$ cat src/cmrd_regs.svh
// register offsets, field positions and reset values of the common-mode control bank
`ifndef CMRD_REGS_SVH
`define CMRD_REGS_SVH
`define CMRD_ADDR_W 4
`define CMRD_OFS_CTRL 4'h0
`define CMRD_OFS_STAT 4'h1
`define CMRD_CM_SEL_HI 23
`define CMRD_CM_SEL_LO 19
`define CMRD_RSV_HI 18
`define CMRD_RSV_LO 15
`define CMRD_SUM_HI 14
`define CMRD_SUM_LO 9
`define CMRD_CE_REF_BIT 8
`define CMRD_SEL_HI 7
`define CMRD_SEL_LO 4
`define CMRD_PIN_DRV_BIT 3
`define CMRD_EXT_CM_BIT 2
`define CMRD_LEG_EN_BIT 1
`define CMRD_SHLD_BIT 0
`define CMRD_CTRL_RESET 24'hE00000
`define CMRD_SEL_LAST 4'h5
`define CMRD_STAT_BAD_BIT 14
`define CMRD_STAT_INT_BIT 13
`define CMRD_STAT_PIN_BIT 12
`define CMRD_STAT_CM_HI 11
`define CMRD_STAT_CM_LO 7
`define CMRD_STAT_TGT_HI 5
`define CMRD_STAT_TGT_LO 0
`endif

$ cat src/cmrd_pkg.sv
// types shared by the common-mode control bank
package cmrd_pkg;
   typedef enum logic [3:0] {
      CMRD_DRV_OUT = 4'h0,
      CMRD_DRV_LEFT_ARM = 4'h1,
      CMRD_DRV_LEFT_LEG = 4'h2,
      CMRD_DRV_RIGHT_ARM = 4'h3,
      CMRD_DRV_CHEST_ONE = 4'h4,
      CMRD_DRV_CHEST_TWO = 4'h5
   } cmrd_drive_e;
endpackage : cmrd_pkg

$ cat src/cmrd_sw_if.sv
// carrier for decoded switch controls between bank and decoder
`timescale 1ns/1ps
`default_nettype none
interface cmrd_sw_if;
   logic [23:0] ctrl;
   logic [4:0] cm_switch;
   logic use_internal_ref;
   logic cm_pin_drive;
   logic [5:0] drive_target;
   logic select_bad;
   modport bank (output ctrl, input cm_switch, use_internal_ref, cm_pin_drive, drive_target,
      select_bad);
   modport dec (input ctrl, output cm_switch, use_internal_ref, cm_pin_drive, drive_target,
      select_bad);
endinterface : cmrd_sw_if
`default_nettype wire

$ cat src/cmrd_ctrl.sv
// common-mode and reference-drive control register with decoded switch outputs
// Behaviour
// five common-mode select bits, bits 23..19
// common mode averages selected electrodes
// select bit includes electrode; limbs set at reset
// external common mode overrides electrode selects
// none selected: use internal reference
// six summing bits 14..9, reset zero
// leg-drive off leaves summing switches alone
// bit 8 enables common-electrode reference
// four-bit field routes reference drive
// software avoids reserved drive codes
// bit 3 drives common mode pin
// external source blocks pin drive
// bit 2 external common mode, switches off
// bit 1 enables leg-drive reference electrode
// bit 0 enables shield drive
// reserved bits zero; outputs follow write together
`timescale 1ns/1ps
`default_nettype none
`include "cmrd_regs.svh"
module cmrd_ctrl
   import cmrd_pkg::*;
#(
   parameter int ADDR_W = `CMRD_ADDR_W
) (
   input wire logic i_clk,
   input wire logic i_rst,
   input wire logic [ADDR_W-1:0] i_addr,
   input wire logic [31:0] i_wdata,
   input wire logic i_wr,
   input wire logic i_rd,
   output logic [31:0] o_rdata,
   output logic [4:0] o_cm_switch,
   output logic o_use_internal_ref,
   output logic o_cm_pin_drive,
   output logic [5:0] o_drive_sum,
   output logic o_ce_ref_enable,
   output logic [5:0] o_drive_target,
   output logic o_leg_drive_enable,
   output logic o_shield_drive_enable
);
   // reset image of the whole word, sliced per field below
   localparam logic [23:0] RST_WORD = `CMRD_CTRL_RESET;

   localparam logic [4:0] CM_SEL_RST = RST_WORD[`CMRD_CM_SEL_HI:`CMRD_CM_SEL_LO];
   localparam logic [5:0] SUM_RST = RST_WORD[`CMRD_SUM_HI:`CMRD_SUM_LO];
   localparam logic CE_REF_RST = RST_WORD[`CMRD_CE_REF_BIT];
   localparam logic [3:0] DRV_SEL_RST = RST_WORD[`CMRD_SEL_HI:`CMRD_SEL_LO];
   localparam logic PIN_DRV_RST = RST_WORD[`CMRD_PIN_DRV_BIT];
   localparam logic EXT_CM_RST = RST_WORD[`CMRD_EXT_CM_BIT];
   localparam logic LEG_EN_RST = RST_WORD[`CMRD_LEG_EN_BIT];
   localparam logic SHIELD_RST = RST_WORD[`CMRD_SHLD_BIT];
   localparam logic [ADDR_W-1:0] CTRL_IDX = ADDR_W'(`CMRD_OFS_CTRL);
   localparam logic [ADDR_W-1:0] STAT_IDX = ADDR_W'(`CMRD_OFS_STAT);

   // one register group per switch bank
   logic [4:0] cm_sel_q;
   logic [4:0] cm_sel_d;
   logic [5:0] sum_q;
   logic [5:0] sum_d;
   logic ce_ref_q;
   logic ce_ref_d;
   logic [3:0] drv_sel_q;
   logic [3:0] drv_sel_d;
   logic pin_drv_q;
   logic pin_drv_d;
   logic ext_cm_q;
   logic ext_cm_d;
   logic leg_en_q;
   logic leg_en_d;
   logic shield_q;
   logic shield_d;

   logic ctrl_wr;
   logic [23:0] wr_word;
   logic [23:0] ctrl_word;
   logic [31:0] rdata_q;
   logic [31:0] rdata_d;

   // reserved bits never store, so they read zero
   function automatic logic [23:0] mask_reserved(
      input logic [23:0] word
   );
      logic [23:0] keep;
      keep = 24'hFFFFFF;
      keep[`CMRD_RSV_HI:`CMRD_RSV_LO] = 4'h0;
      return word & keep;
   endfunction : mask_reserved

   function automatic logic write_hit(
      input logic wr,
      input logic [ADDR_W-1:0] addr
   );
      return wr && (addr == CTRL_IDX);
   endfunction : write_hit

   function automatic logic [4:0] cm_sel_of(
      input logic [23:0] word
   );
      return word[`CMRD_CM_SEL_HI:`CMRD_CM_SEL_LO];
   endfunction : cm_sel_of

   function automatic logic [5:0] sum_of(
      input logic [23:0] word
   );
      return word[`CMRD_SUM_HI:`CMRD_SUM_LO];
   endfunction : sum_of

   function automatic logic [3:0] drv_sel_of(
      input logic [23:0] word
   );
      return word[`CMRD_SEL_HI:`CMRD_SEL_LO];
   endfunction : drv_sel_of

   // gathers the fields back into the software view
   function automatic logic [23:0] pack_ctrl(
      input logic [4:0] cm_sel,
      input logic [5:0] sum,
      input logic ce_ref,
      input logic [3:0] drv_sel,
      input logic pin_drv,
      input logic ext_cm,
      input logic leg_en,
      input logic shield
   );
      logic [23:0] word;
      word = 24'h000000;
      word[`CMRD_CM_SEL_HI:`CMRD_CM_SEL_LO] = cm_sel;
      word[`CMRD_SUM_HI:`CMRD_SUM_LO] = sum;
      word[`CMRD_CE_REF_BIT] = ce_ref;
      word[`CMRD_SEL_HI:`CMRD_SEL_LO] = drv_sel;
      word[`CMRD_PIN_DRV_BIT] = pin_drv;
      word[`CMRD_EXT_CM_BIT] = ext_cm;
      word[`CMRD_LEG_EN_BIT] = leg_en;
      word[`CMRD_SHLD_BIT] = shield;
      return word;
   endfunction : pack_ctrl

   // live decoded state for software
   function automatic logic [31:0] pack_status(
      input logic sel_bad,
      input logic int_ref,
      input logic pin_drv,
      input logic [4:0] cm_sw,
      input logic [5:0] target
   );
      logic [31:0] word;
      word = 32'h00000000;
      word[`CMRD_STAT_BAD_BIT] = sel_bad;
      word[`CMRD_STAT_INT_BIT] = int_ref;
      word[`CMRD_STAT_PIN_BIT] = pin_drv;
      word[`CMRD_STAT_CM_HI:`CMRD_STAT_CM_LO] = cm_sw;
      word[`CMRD_STAT_TGT_HI:`CMRD_STAT_TGT_LO] = target;
      return word;
   endfunction : pack_status

   // decode stays combinational so outputs move with the register
   cmrd_sw_if sw ();

   cmrd_decode u_decode (
      .sw(sw)
   );

   assign ctrl_wr = write_hit(i_wr, i_addr);
   assign wr_word = mask_reserved(i_wdata[23:0]);
   assign ctrl_word = pack_ctrl(cm_sel_q, sum_q, ce_ref_q, drv_sel_q, pin_drv_q, ext_cm_q,
      leg_en_q, shield_q);
   assign sw.ctrl = ctrl_word;

   // write path: each field group loads only on a control write
   always_comb begin
      if (ctrl_wr) begin
         cm_sel_d = cm_sel_of(wr_word);
      end else begin
         cm_sel_d = cm_sel_q;
      end
   end

   always_ff @(posedge i_clk or posedge i_rst) begin
      if (i_rst) begin
         cm_sel_q <= CM_SEL_RST;
      end else begin
         cm_sel_q <= cm_sel_d;
      end
   end

   // summing switches ignore leg-drive enable and route field
   always_comb begin
      if (ctrl_wr) begin
         sum_d = sum_of(wr_word);
      end else begin
         sum_d = sum_q;
      end
   end

   always_ff @(posedge i_clk or posedge i_rst) begin
      if (i_rst) begin
         sum_q <= SUM_RST;
      end else begin
         sum_q <= sum_d;
      end
   end

   always_comb begin
      if (ctrl_wr) begin
         ce_ref_d = wr_word[`CMRD_CE_REF_BIT];
      end else begin
         ce_ref_d = ce_ref_q;
      end
   end

   always_ff @(posedge i_clk or posedge i_rst) begin
      if (i_rst) begin
         ce_ref_q <= CE_REF_RST;
      end else begin
         ce_ref_q <= ce_ref_d;
      end
   end

   always_comb begin
      if (ctrl_wr) begin
         drv_sel_d = drv_sel_of(wr_word);
      end else begin
         drv_sel_d = drv_sel_q;
      end
   end

   always_ff @(posedge i_clk or posedge i_rst) begin
      if (i_rst) begin
         drv_sel_q <= DRV_SEL_RST;
      end else begin
         drv_sel_q <= drv_sel_d;
      end
   end

   always_comb begin
      if (ctrl_wr) begin
         pin_drv_d = wr_word[`CMRD_PIN_DRV_BIT];
      end else begin
         pin_drv_d = pin_drv_q;
      end
   end

   always_ff @(posedge i_clk or posedge i_rst) begin
      if (i_rst) begin
         pin_drv_q <= PIN_DRV_RST;
      end else begin
         pin_drv_q <= pin_drv_d;
      end
   end

   always_comb begin
      if (ctrl_wr) begin
         ext_cm_d = wr_word[`CMRD_EXT_CM_BIT];
      end else begin
         ext_cm_d = ext_cm_q;
      end
   end

   always_ff @(posedge i_clk or posedge i_rst) begin
      if (i_rst) begin
         ext_cm_q <= EXT_CM_RST;
      end else begin
         ext_cm_q <= ext_cm_d;
      end
   end

   always_comb begin
      if (ctrl_wr) begin
         leg_en_d = wr_word[`CMRD_LEG_EN_BIT];
      end else begin
         leg_en_d = leg_en_q;
      end
   end

   always_ff @(posedge i_clk or posedge i_rst) begin
      if (i_rst) begin
         leg_en_q <= LEG_EN_RST;
      end else begin
         leg_en_q <= leg_en_d;
      end
   end

   always_comb begin
      if (ctrl_wr) begin
         shield_d = wr_word[`CMRD_SHLD_BIT];
      end else begin
         shield_d = shield_q;
      end
   end

   always_ff @(posedge i_clk or posedge i_rst) begin
      if (i_rst) begin
         shield_q <= SHIELD_RST;
      end else begin
         shield_q <= shield_d;
      end
   end

   // read data stands one cycle after the strobe, zero otherwise
   always_comb begin
      rdata_d = 32'h00000000;
      if (i_rd) begin
         unique case (i_addr)
            CTRL_IDX: rdata_d = {8'h00, ctrl_word};
            STAT_IDX: rdata_d = pack_status(sw.select_bad, sw.use_internal_ref,
               sw.cm_pin_drive, sw.cm_switch, sw.drive_target);
            default: rdata_d = 32'h00000000;
         endcase
      end
   end

   always_ff @(posedge i_clk or posedge i_rst) begin
      if (i_rst) begin
         rdata_q <= 32'h00000000;
      end else begin
         rdata_q <= rdata_d;
      end
   end

   assign o_rdata = rdata_q;

   // all switch controls derive from the one register, so they change together
   assign o_cm_switch = sw.cm_switch; // analog averaging of closed switches
   assign o_use_internal_ref = sw.use_internal_ref;
   assign o_cm_pin_drive = sw.cm_pin_drive;
   assign o_drive_sum = sum_q;
   assign o_ce_ref_enable = ce_ref_q;
   assign o_drive_target = sw.drive_target;
   assign o_leg_drive_enable = leg_en_q;
   assign o_shield_drive_enable = shield_q;
endmodule : cmrd_ctrl
`default_nettype wire

$ cat src/cmrd_decode.sv
// combinational decode of the control word into switch enables
`timescale 1ns/1ps
`default_nettype none
`include "cmrd_regs.svh"
module cmrd_decode
   import cmrd_pkg::*;
(
   cmrd_sw_if.dec sw
);
   logic ext_cm;
   logic [3:0] sel;

   assign ext_cm = sw.ctrl[`CMRD_EXT_CM_BIT];
   assign sel = sw.ctrl[`CMRD_SEL_HI:`CMRD_SEL_LO];

   always_comb begin
      // external source opens every common-mode electrode switch
      sw.cm_switch = ext_cm ? 5'h00 : sw.ctrl[`CMRD_CM_SEL_HI:`CMRD_CM_SEL_LO];
      // nothing picked: fall back to the internal reference
      sw.use_internal_ref = !ext_cm && (sw.ctrl[`CMRD_CM_SEL_HI:`CMRD_CM_SEL_LO] == 5'h00);
      sw.cm_pin_drive = sw.ctrl[`CMRD_PIN_DRV_BIT] && !ext_cm;
      sw.drive_target = 6'h00;
      sw.select_bad = 1'b0;
      unique case (sel)
         CMRD_DRV_OUT: sw.drive_target = 6'h01;
         CMRD_DRV_LEFT_ARM: sw.drive_target = 6'h02;
         CMRD_DRV_LEFT_LEG: sw.drive_target = 6'h04;
         CMRD_DRV_RIGHT_ARM: sw.drive_target = 6'h08;
         CMRD_DRV_CHEST_ONE: sw.drive_target = 6'h10;
         CMRD_DRV_CHEST_TWO: sw.drive_target = 6'h20;
         // reserved codes route nowhere, flagged for software
         default: sw.select_bad = 1'b1;
      endcase
   end
endmodule : cmrd_decode
`default_nettype wire

$ cat config.mk
export PLATFORM = sky130hd
export DESIGN_NAME = cmrd_ctrl
export DESIGN_NICKNAME = d
export VERILOG_FILES = /design/src/cmrd_pkg.sv /design/src/cmrd_sw_if.sv /design/src/cmrd_ctrl.sv /design/src/cmrd_decode.sv
export VERILOG_INCLUDE_DIRS = /design/src /design/src/src
export SDC_FILE = /design/constraint.sdc
export NUM_CORES = 1
export LEC_CHECK = 0
export BUFFER_PORTS_ARGS = -buffer_cell sky130_fd_sc_hd__buf_2
export CORE_MARGIN = 10
export CORE_UTILIZATION = 50
export CTS_BUF_LIST = sky130_fd_sc_hd__clkbuf_4 sky130_fd_sc_hd__clkbuf_8
export DETAILED_ROUTE_END_ITERATION = 10
export GPL_TIMING_DRIVEN = 0
export PLACE_DENSITY = 0.95
export SLEW_MARGIN = 20
export SYNTH_ARGS = -nofsm -noshare
export SYNTH_HDL_FRONTEND = slang
export SYNTH_SLANG_ARGS = --single-unit
$ cat constraint.sdc
create_clock -name i_clk -period 2.2 [get_ports i_clk]
set_input_delay 0.33 -clock i_clk [delete_from_list [all_inputs] [get_ports i_clk]]
set_output_delay 0.33 -clock i_clk [all_outputs]
set_load 0.01 [all_outputs]
==> impl_metrics.json, run 1 <==
{
  "status": "finished, final reports clean",
  "antenna-diode-count": 0,
  "fmax_mhz": 487.0,
  "cts_tree": "built",
  "wl_per_cell_um": 15.98,
  "yosys.area.top_type_share": 0.5171,
  "final_cell_mix": "70 x buf_2, 37 x dfrtp_1, 20 x mux2_2, 17 x nor2b_1, 13 x buf_4",
  "cts_setup_buffers": 0,
  "worstSetupPathDepth": 3,
  "min_period_ps": 2053,
  "cts_buffers": 5,
  "grt-ovfl-total": 0,
  "tightest_slew_ps": 783.8,
  "track_usage": 0.1324,
  "period_share": 0.9333,
  "vdd_drop_max_mv": 0.5919,
  "drtAntennaViolNets": 0,
  "cts_hold_buf": 0,
  "drc": 0,
  "areaGrowthSynthToFinish_pct": 29.28,
  "grt_pass1_wl_um": 6644,
  "hold_viol": 0,
  "crit_path_end_kind": "output port",
  "cts_resized": 0,
  "root_buffer": "clkbuf_4",
  "synthTopCellsByArea": "dfrtp_1 52%, mux2_2 13%, nor2b_1 5.9%",
  "final.setup.worst_slack_ps": 146.7,
  "critPathBufInv": 1,
  "drive_above_1_share": 0.5374,
  "antenna_found_initial": 0,
  "synth_edf_count": 0,
  "cts_buffer_depth": 2,
  "cp_data_required_time_ps": 1870,
  "routabilityCongestion": 0.7913,
  "start_kind": "register",
  "crit_path_top_delay_cell": "or4_1",
  "fin_util": 0.6829,
  "p_leak_uw": 0.001245,
  "drt_first_iter_violations": 146,
  "critPathKind": "register to output port",
  "ys_types": 27,
  "synth_area_um2": 1790,
  "reg2reg_slack_ps": 760,
  "layout_commonest_cell": "buf_2",
  "skew_ps": 9.149,
  "dieArea_um2": 6374,
  "worstPathArrival_ps": 1720,
  "setup_viol": 0,
  "dp_hpwl_um": 3474,
  "vias": 1335,
  "preCtsSetupSlack_ps": 520.1,
  "critPathTopFamily": "simple AND/OR/NAND/NOR gates",
  "ys.flop_type": "dfrtp_1",
  "htree_levels": 2,
  "grt_pass1_vias": 1348,
  "crit_chain": "or4_1 > nor3_2 > buf_2",
  "ys_seq_elements": 40,
  "ys_warn_count": 0,
  "syn-instance-count": 139,
  "port_buffers": 69,
  "cts.clk_slew.worst_paths_ps": 120,
  "tns_ps": 0,
  "nets": 266,
  "io_pins": 94,
  "cap_violations": 0,
  "start_util": 0.5282,
  "hp-class": "primary input to async pin",
  "clock_latency_ps": 330,
  "core_um2": 3390,
  "critPathMaxFanout": 9,
  "worst_path_largest_cell_delay_ps": 570,
  "yosysTopAreaCell": "dfrtp_1",
  "viasPerCell": 4.890,
  "grt_max_degree": 41,
  "routed_wl_um": 4363,
  "drt-pass1-iter-count": 6,
  "clock-sinks": 40,
  "synth.avg_cell_area_um2": 12.88,
  "die_x_um": 79.84,
  "rsz0062_at_grt": "no",
  "async_reset_ff_frac": 1.000,
  "drv_slew": 0,
  "relSlewSlack": 0.4767,
  "die_h_um": 79.84,
  "rows": 21,
  "synth_seq_area_share": 0.5611,
  "ff2ff_path_depth": 3,
  "p_per_area_nw_per_um2": 786.0
}
## path summary, 6_finish.rpt
check                                from                  to
max in group asynchronous           i_rst          o_rdata[7]
max                              ext_cm_q  o_use_internal_ref
max reg2reg                      ext_cm_q         o_rdata[13]
min                                 i_rst          o_rdata[3]
min in group i_clk             i_wdata[5]        drv_sel_q[1]
min reg2reg                o_drive_sum[4]      o_drive_sum[4]
## logic make-up after synthesis
group,Yosys count,synth area share
compound gates,15,0.06360
buf+inv,24,0.08734
flops,40,0.5611
mux,20,0.1258
other cells,1,0.002094
simple gates,39,0.1600
## power by group
| group | switching (uW) | internal [uW] | leakage (uW) | total, uW |
|---|---|---|---|---|
| Combinational | 235 | 211 | 0.000685 | 446 |
| Sequential | 70.7 | 836 | 0.000518 | 907 |
| Clock | 229 | 237 | 0.0000412 | 466 |
## synth_stat cells (2+ instances only)
| cell | number |
|---|---|
| clkbuf_1 | 6 |
| buf_4 | 13 |
| mux2_2 | 20 |
| dfstp_2 | 3 |
| nor2b_1 | 17 |
| a22oi_1 | 12 |
| buf_6 | 2 |
| and3_1 | 8 |
| dfrtp_1 | 37 |
| nor4b_1 | 3 |
| nand2_1 | 2 |
## cell type report
type                            instances  area [um2]
Buffer                                 23       152.6
Clock buffer                            5       37.54
Clock inverter                          3       42.54
Fill cell                             262        1075
Inverter                                1       3.754
Multi-Input combinational cell         86       670.6
Sequential cell                        40        1005
Tap cell                               46       57.56
Timing Repair Buffer                   69       345.3
## layer usage
layer  GRT usage  wire length, um  up-vias
met3     0.05743              426        6
met2      0.2265             2225       54
met4     0.05986               73        0
met5           0                0        -
li1            -                -      637
met1      0.1374             1637      638
## sequential cells by signal, summed over array words and instances (netlist names)
register               count
o_rdata                   20
o_drive_sum                6
cm_sel_q                   5
drv_sel_q                  4
ext_cm_q                   1
o_ce_ref_enable            1
o_leg_drive_enable         1
o_shield_drive_enable      1
pin_drv_q                  1
## through the flow
stage | area, um2 | hold slack [ps] | cells | total power [uW]
after detailed placement | 2235 | 522.0 | 265 | 1370
after floorplan | 1832 | 480.5 | 150 | 1180
final | 2315 | 127.2 | 273 | 1819
after global routing | 2315 | 178.0 | 273 | 1914
after CTS | 2315 | 152.8 | 273 | 1831
after global placement | 2235 | 511.2 | 265 | 1346
(Power assumes the default switching activity.)
==> inputs of run 2 (changes only) <==
--- a/config.mk
+++ b/config.mk
@@ -6,13 +6,13 @@
 export SDC_FILE = /design/constraint.sdc
 export NUM_CORES = 1
 export LEC_CHECK = 0
-export BUFFER_PORTS_ARGS = -buffer_cell sky130_fd_sc_hd__buf_2
 export CORE_MARGIN = 10
-export CORE_UTILIZATION = 50
+export CORE_UTILIZATION = 55
 export CTS_BUF_LIST = sky130_fd_sc_hd__clkbuf_4 sky130_fd_sc_hd__clkbuf_8
 export DETAILED_ROUTE_END_ITERATION = 10
+export DONT_BUFFER_PORTS = 1
 export GPL_TIMING_DRIVEN = 0
-export PLACE_DENSITY = 0.95
+export PLACE_DENSITY = 0.82
 export SLEW_MARGIN = 20
 export SYNTH_ARGS = -nofsm -noshare
 export SYNTH_HDL_FRONTEND = slang
==> run 2 against run 1 <==
Net effect: combinational power shrank 32%; register-to-register slack lost 300 ps; clock skew shrank 0.60 ps; clock power shrank 27%; routed wire length shrank 3.6%; worst hold slack lost 120 ps; total power shrank 13%; critical path type unchanged; largest cell class unchanged; highest routed layer unchanged.
==> impl_metrics.json, run 2 (synthesis gave the netlist of run 1 again) <==
{
  "status": "finished, final reports clean",
  "dp_hpwl_um": 3439,
  "instances_no_fill": 201,
  "dieArea_um2": 5937,
  "nets": 197,
  "hp-class": "primary input to async pin",
  "wl_per_cell_um": 20.94,
  "start_kind": "register",
  "drv_slew": 0,
  "core_um2": 3078,
  "antenna_found_initial": 0,
  "skew_ps": 8.554,
  "drc": 0,
  "start_util": 0.5817,
  "worstSetupPathDepth": 2,
  "fmax_mhz": 498.3,
  "grt_pass1_wl_um": 6272,
  "crit_chain": "or4_1 > nor3_2",
  "min_period_ps": 2007,
  "preCtsSetupSlack_ps": 514.5,
  "critPathBufInv": 0,
  "r2r-start": "drv_sel_q[3]",
  "grt_max_degree": 41,
  "routabilityCongestion": 0.9132,
  "areaGrowthSynthToFinish_pct": 8.176,
  "reg2reg_slack_ps": 460,
  "die_h_um": 77.06,
  "drtAntennaViolNets": 0,
  "largest_register_ffs": 20,
  "die_x_um": 77.06,
  "critPathTopFamily": "simple AND/OR/NAND/NOR gates",
  "clock-sinks": 40,
  "vdd_drop_max_mv": 0.4234,
  "cp_data_required_time_ps": 1870,
  "final_cell_mix": "37 x dfrtp_1, 20 x mux2_2, 17 x nor2b_1, 13 x buf_4",
  "cts_buffers": 5,
  "power.total_uw": 1591,
  "tns_ps": 0,
  "antenna-diode-count": 0,
  "critPathKind": "register to output port",
  "critPathMaxFanout": 9,
  "root_buffer": "clkbuf_4",
  "drt_first_iter_violations": 40,
  "fin_hold_ws_ps": 10.33,
  "viasPerCell": 5.498,
  "tightest_slew_ps": 801.2,
  "cts_setup_buffers": 0,
  "crit_path_end_kind": "output port",
  "p_per_area_nw_per_um2": 821.4,
  "r2r_end": "o_rdata[1]",
  "vias": 1105,
  "dp.cells": 194,
  "cts_buffer_depth": 2,
  "setup_viol": 0,
  "cts_tree": "built",
  "routed_wl_um": 4208,
  "htree_levels": 2,
  "drive_above_1_share": 0.3312,
  "clock_latency_ps": 340,
  "rsz0062_at_grt": "no",
  "cts_resized": 0,
  "cap_violations": 0,
  "cts.clk_slew.worst_paths_ps": 100,
  "period_share": 0.9123,
  "hold_viol": 0,
  "rows": 20,
  "io_pins": 94,
  "worstPathArrival_ps": 1680,
  "cts_hold_buf": 0,
  "grt-ovfl-total": 0,
  "port_buffers": 0,
  "grt_pass1_vias": 1106,
  "worst_path_largest_cell_delay_ps": 560,
  "p_leak_uw": 0.0009129,
  "drt-pass1-iter-count": 4,
  "crit_path_top_delay_cell": "or4_1",
  "ff2ff_path_depth": 4,
  "final.setup.worst_slack_ps": 193.0,
  "layout_commonest_cell": "dfrtp_1",
  "track_usage": 0.1372,
  "relSlewSlack": 0.4583
}
==> run 2: how the worst max path moves through the flow <==
stage	startpoint	end
after detailed placement	drv_sel_q[3]	o_rdata[1]
after global routing	drv_sel_q[3]	o_drive_target[2]
final	ext_cm_q	o_use_internal_ref
after CTS	ext_cm_q	o_use_internal_ref
after global placement	drv_sel_q[3]	o_rdata[2]
after floorplan	ext_cm_q	o_use_internal_ref
==> run 2: metal layers <==
metal | track usage | vias up | share of wire
li1 | - | 497 | -
met4 | 0.05839 | 0 | 0.016
met1 | 0.1161 | 546 | 0.32
met3 | 0.08858 | 6 | 0.12
met5 | 0 | - | 0
met2 | 0.2470 | 56 | 0.54
==> run 2: metrics by stage <==
step | cell area (um2) | util
2_1_floorplan | 1832 | -
4_1_cts | 1937 | 0.6293
3_3_place_gp | 1887 | 0.6130
5_1_grt | 1937 | 0.6293
3_5_place_dp | 1887 | 0.6130
6_report | 1937 | 0.6293
==> run 2: final cells by class <==
| class | count | area (um2) |
|---|---|---|
| clock buffers | 6 | 45.04 |
| inverters | 1 | 3.754 |
| multi-input cells | 86 | 670.6 |
| fillers | 259 | 1141 |
| flip-flops and latches | 40 | 1005 |
| clock inverters | 1 | 5.005 |
| plain buffers | 23 | 152.6 |
| well taps | 44 | 55.05 |
==> run 2: power by group <==
part	internal (uW)	switching [uW]
Sequential	837	110
Combinational	135	168
Clock	130	211
Total	1100	489
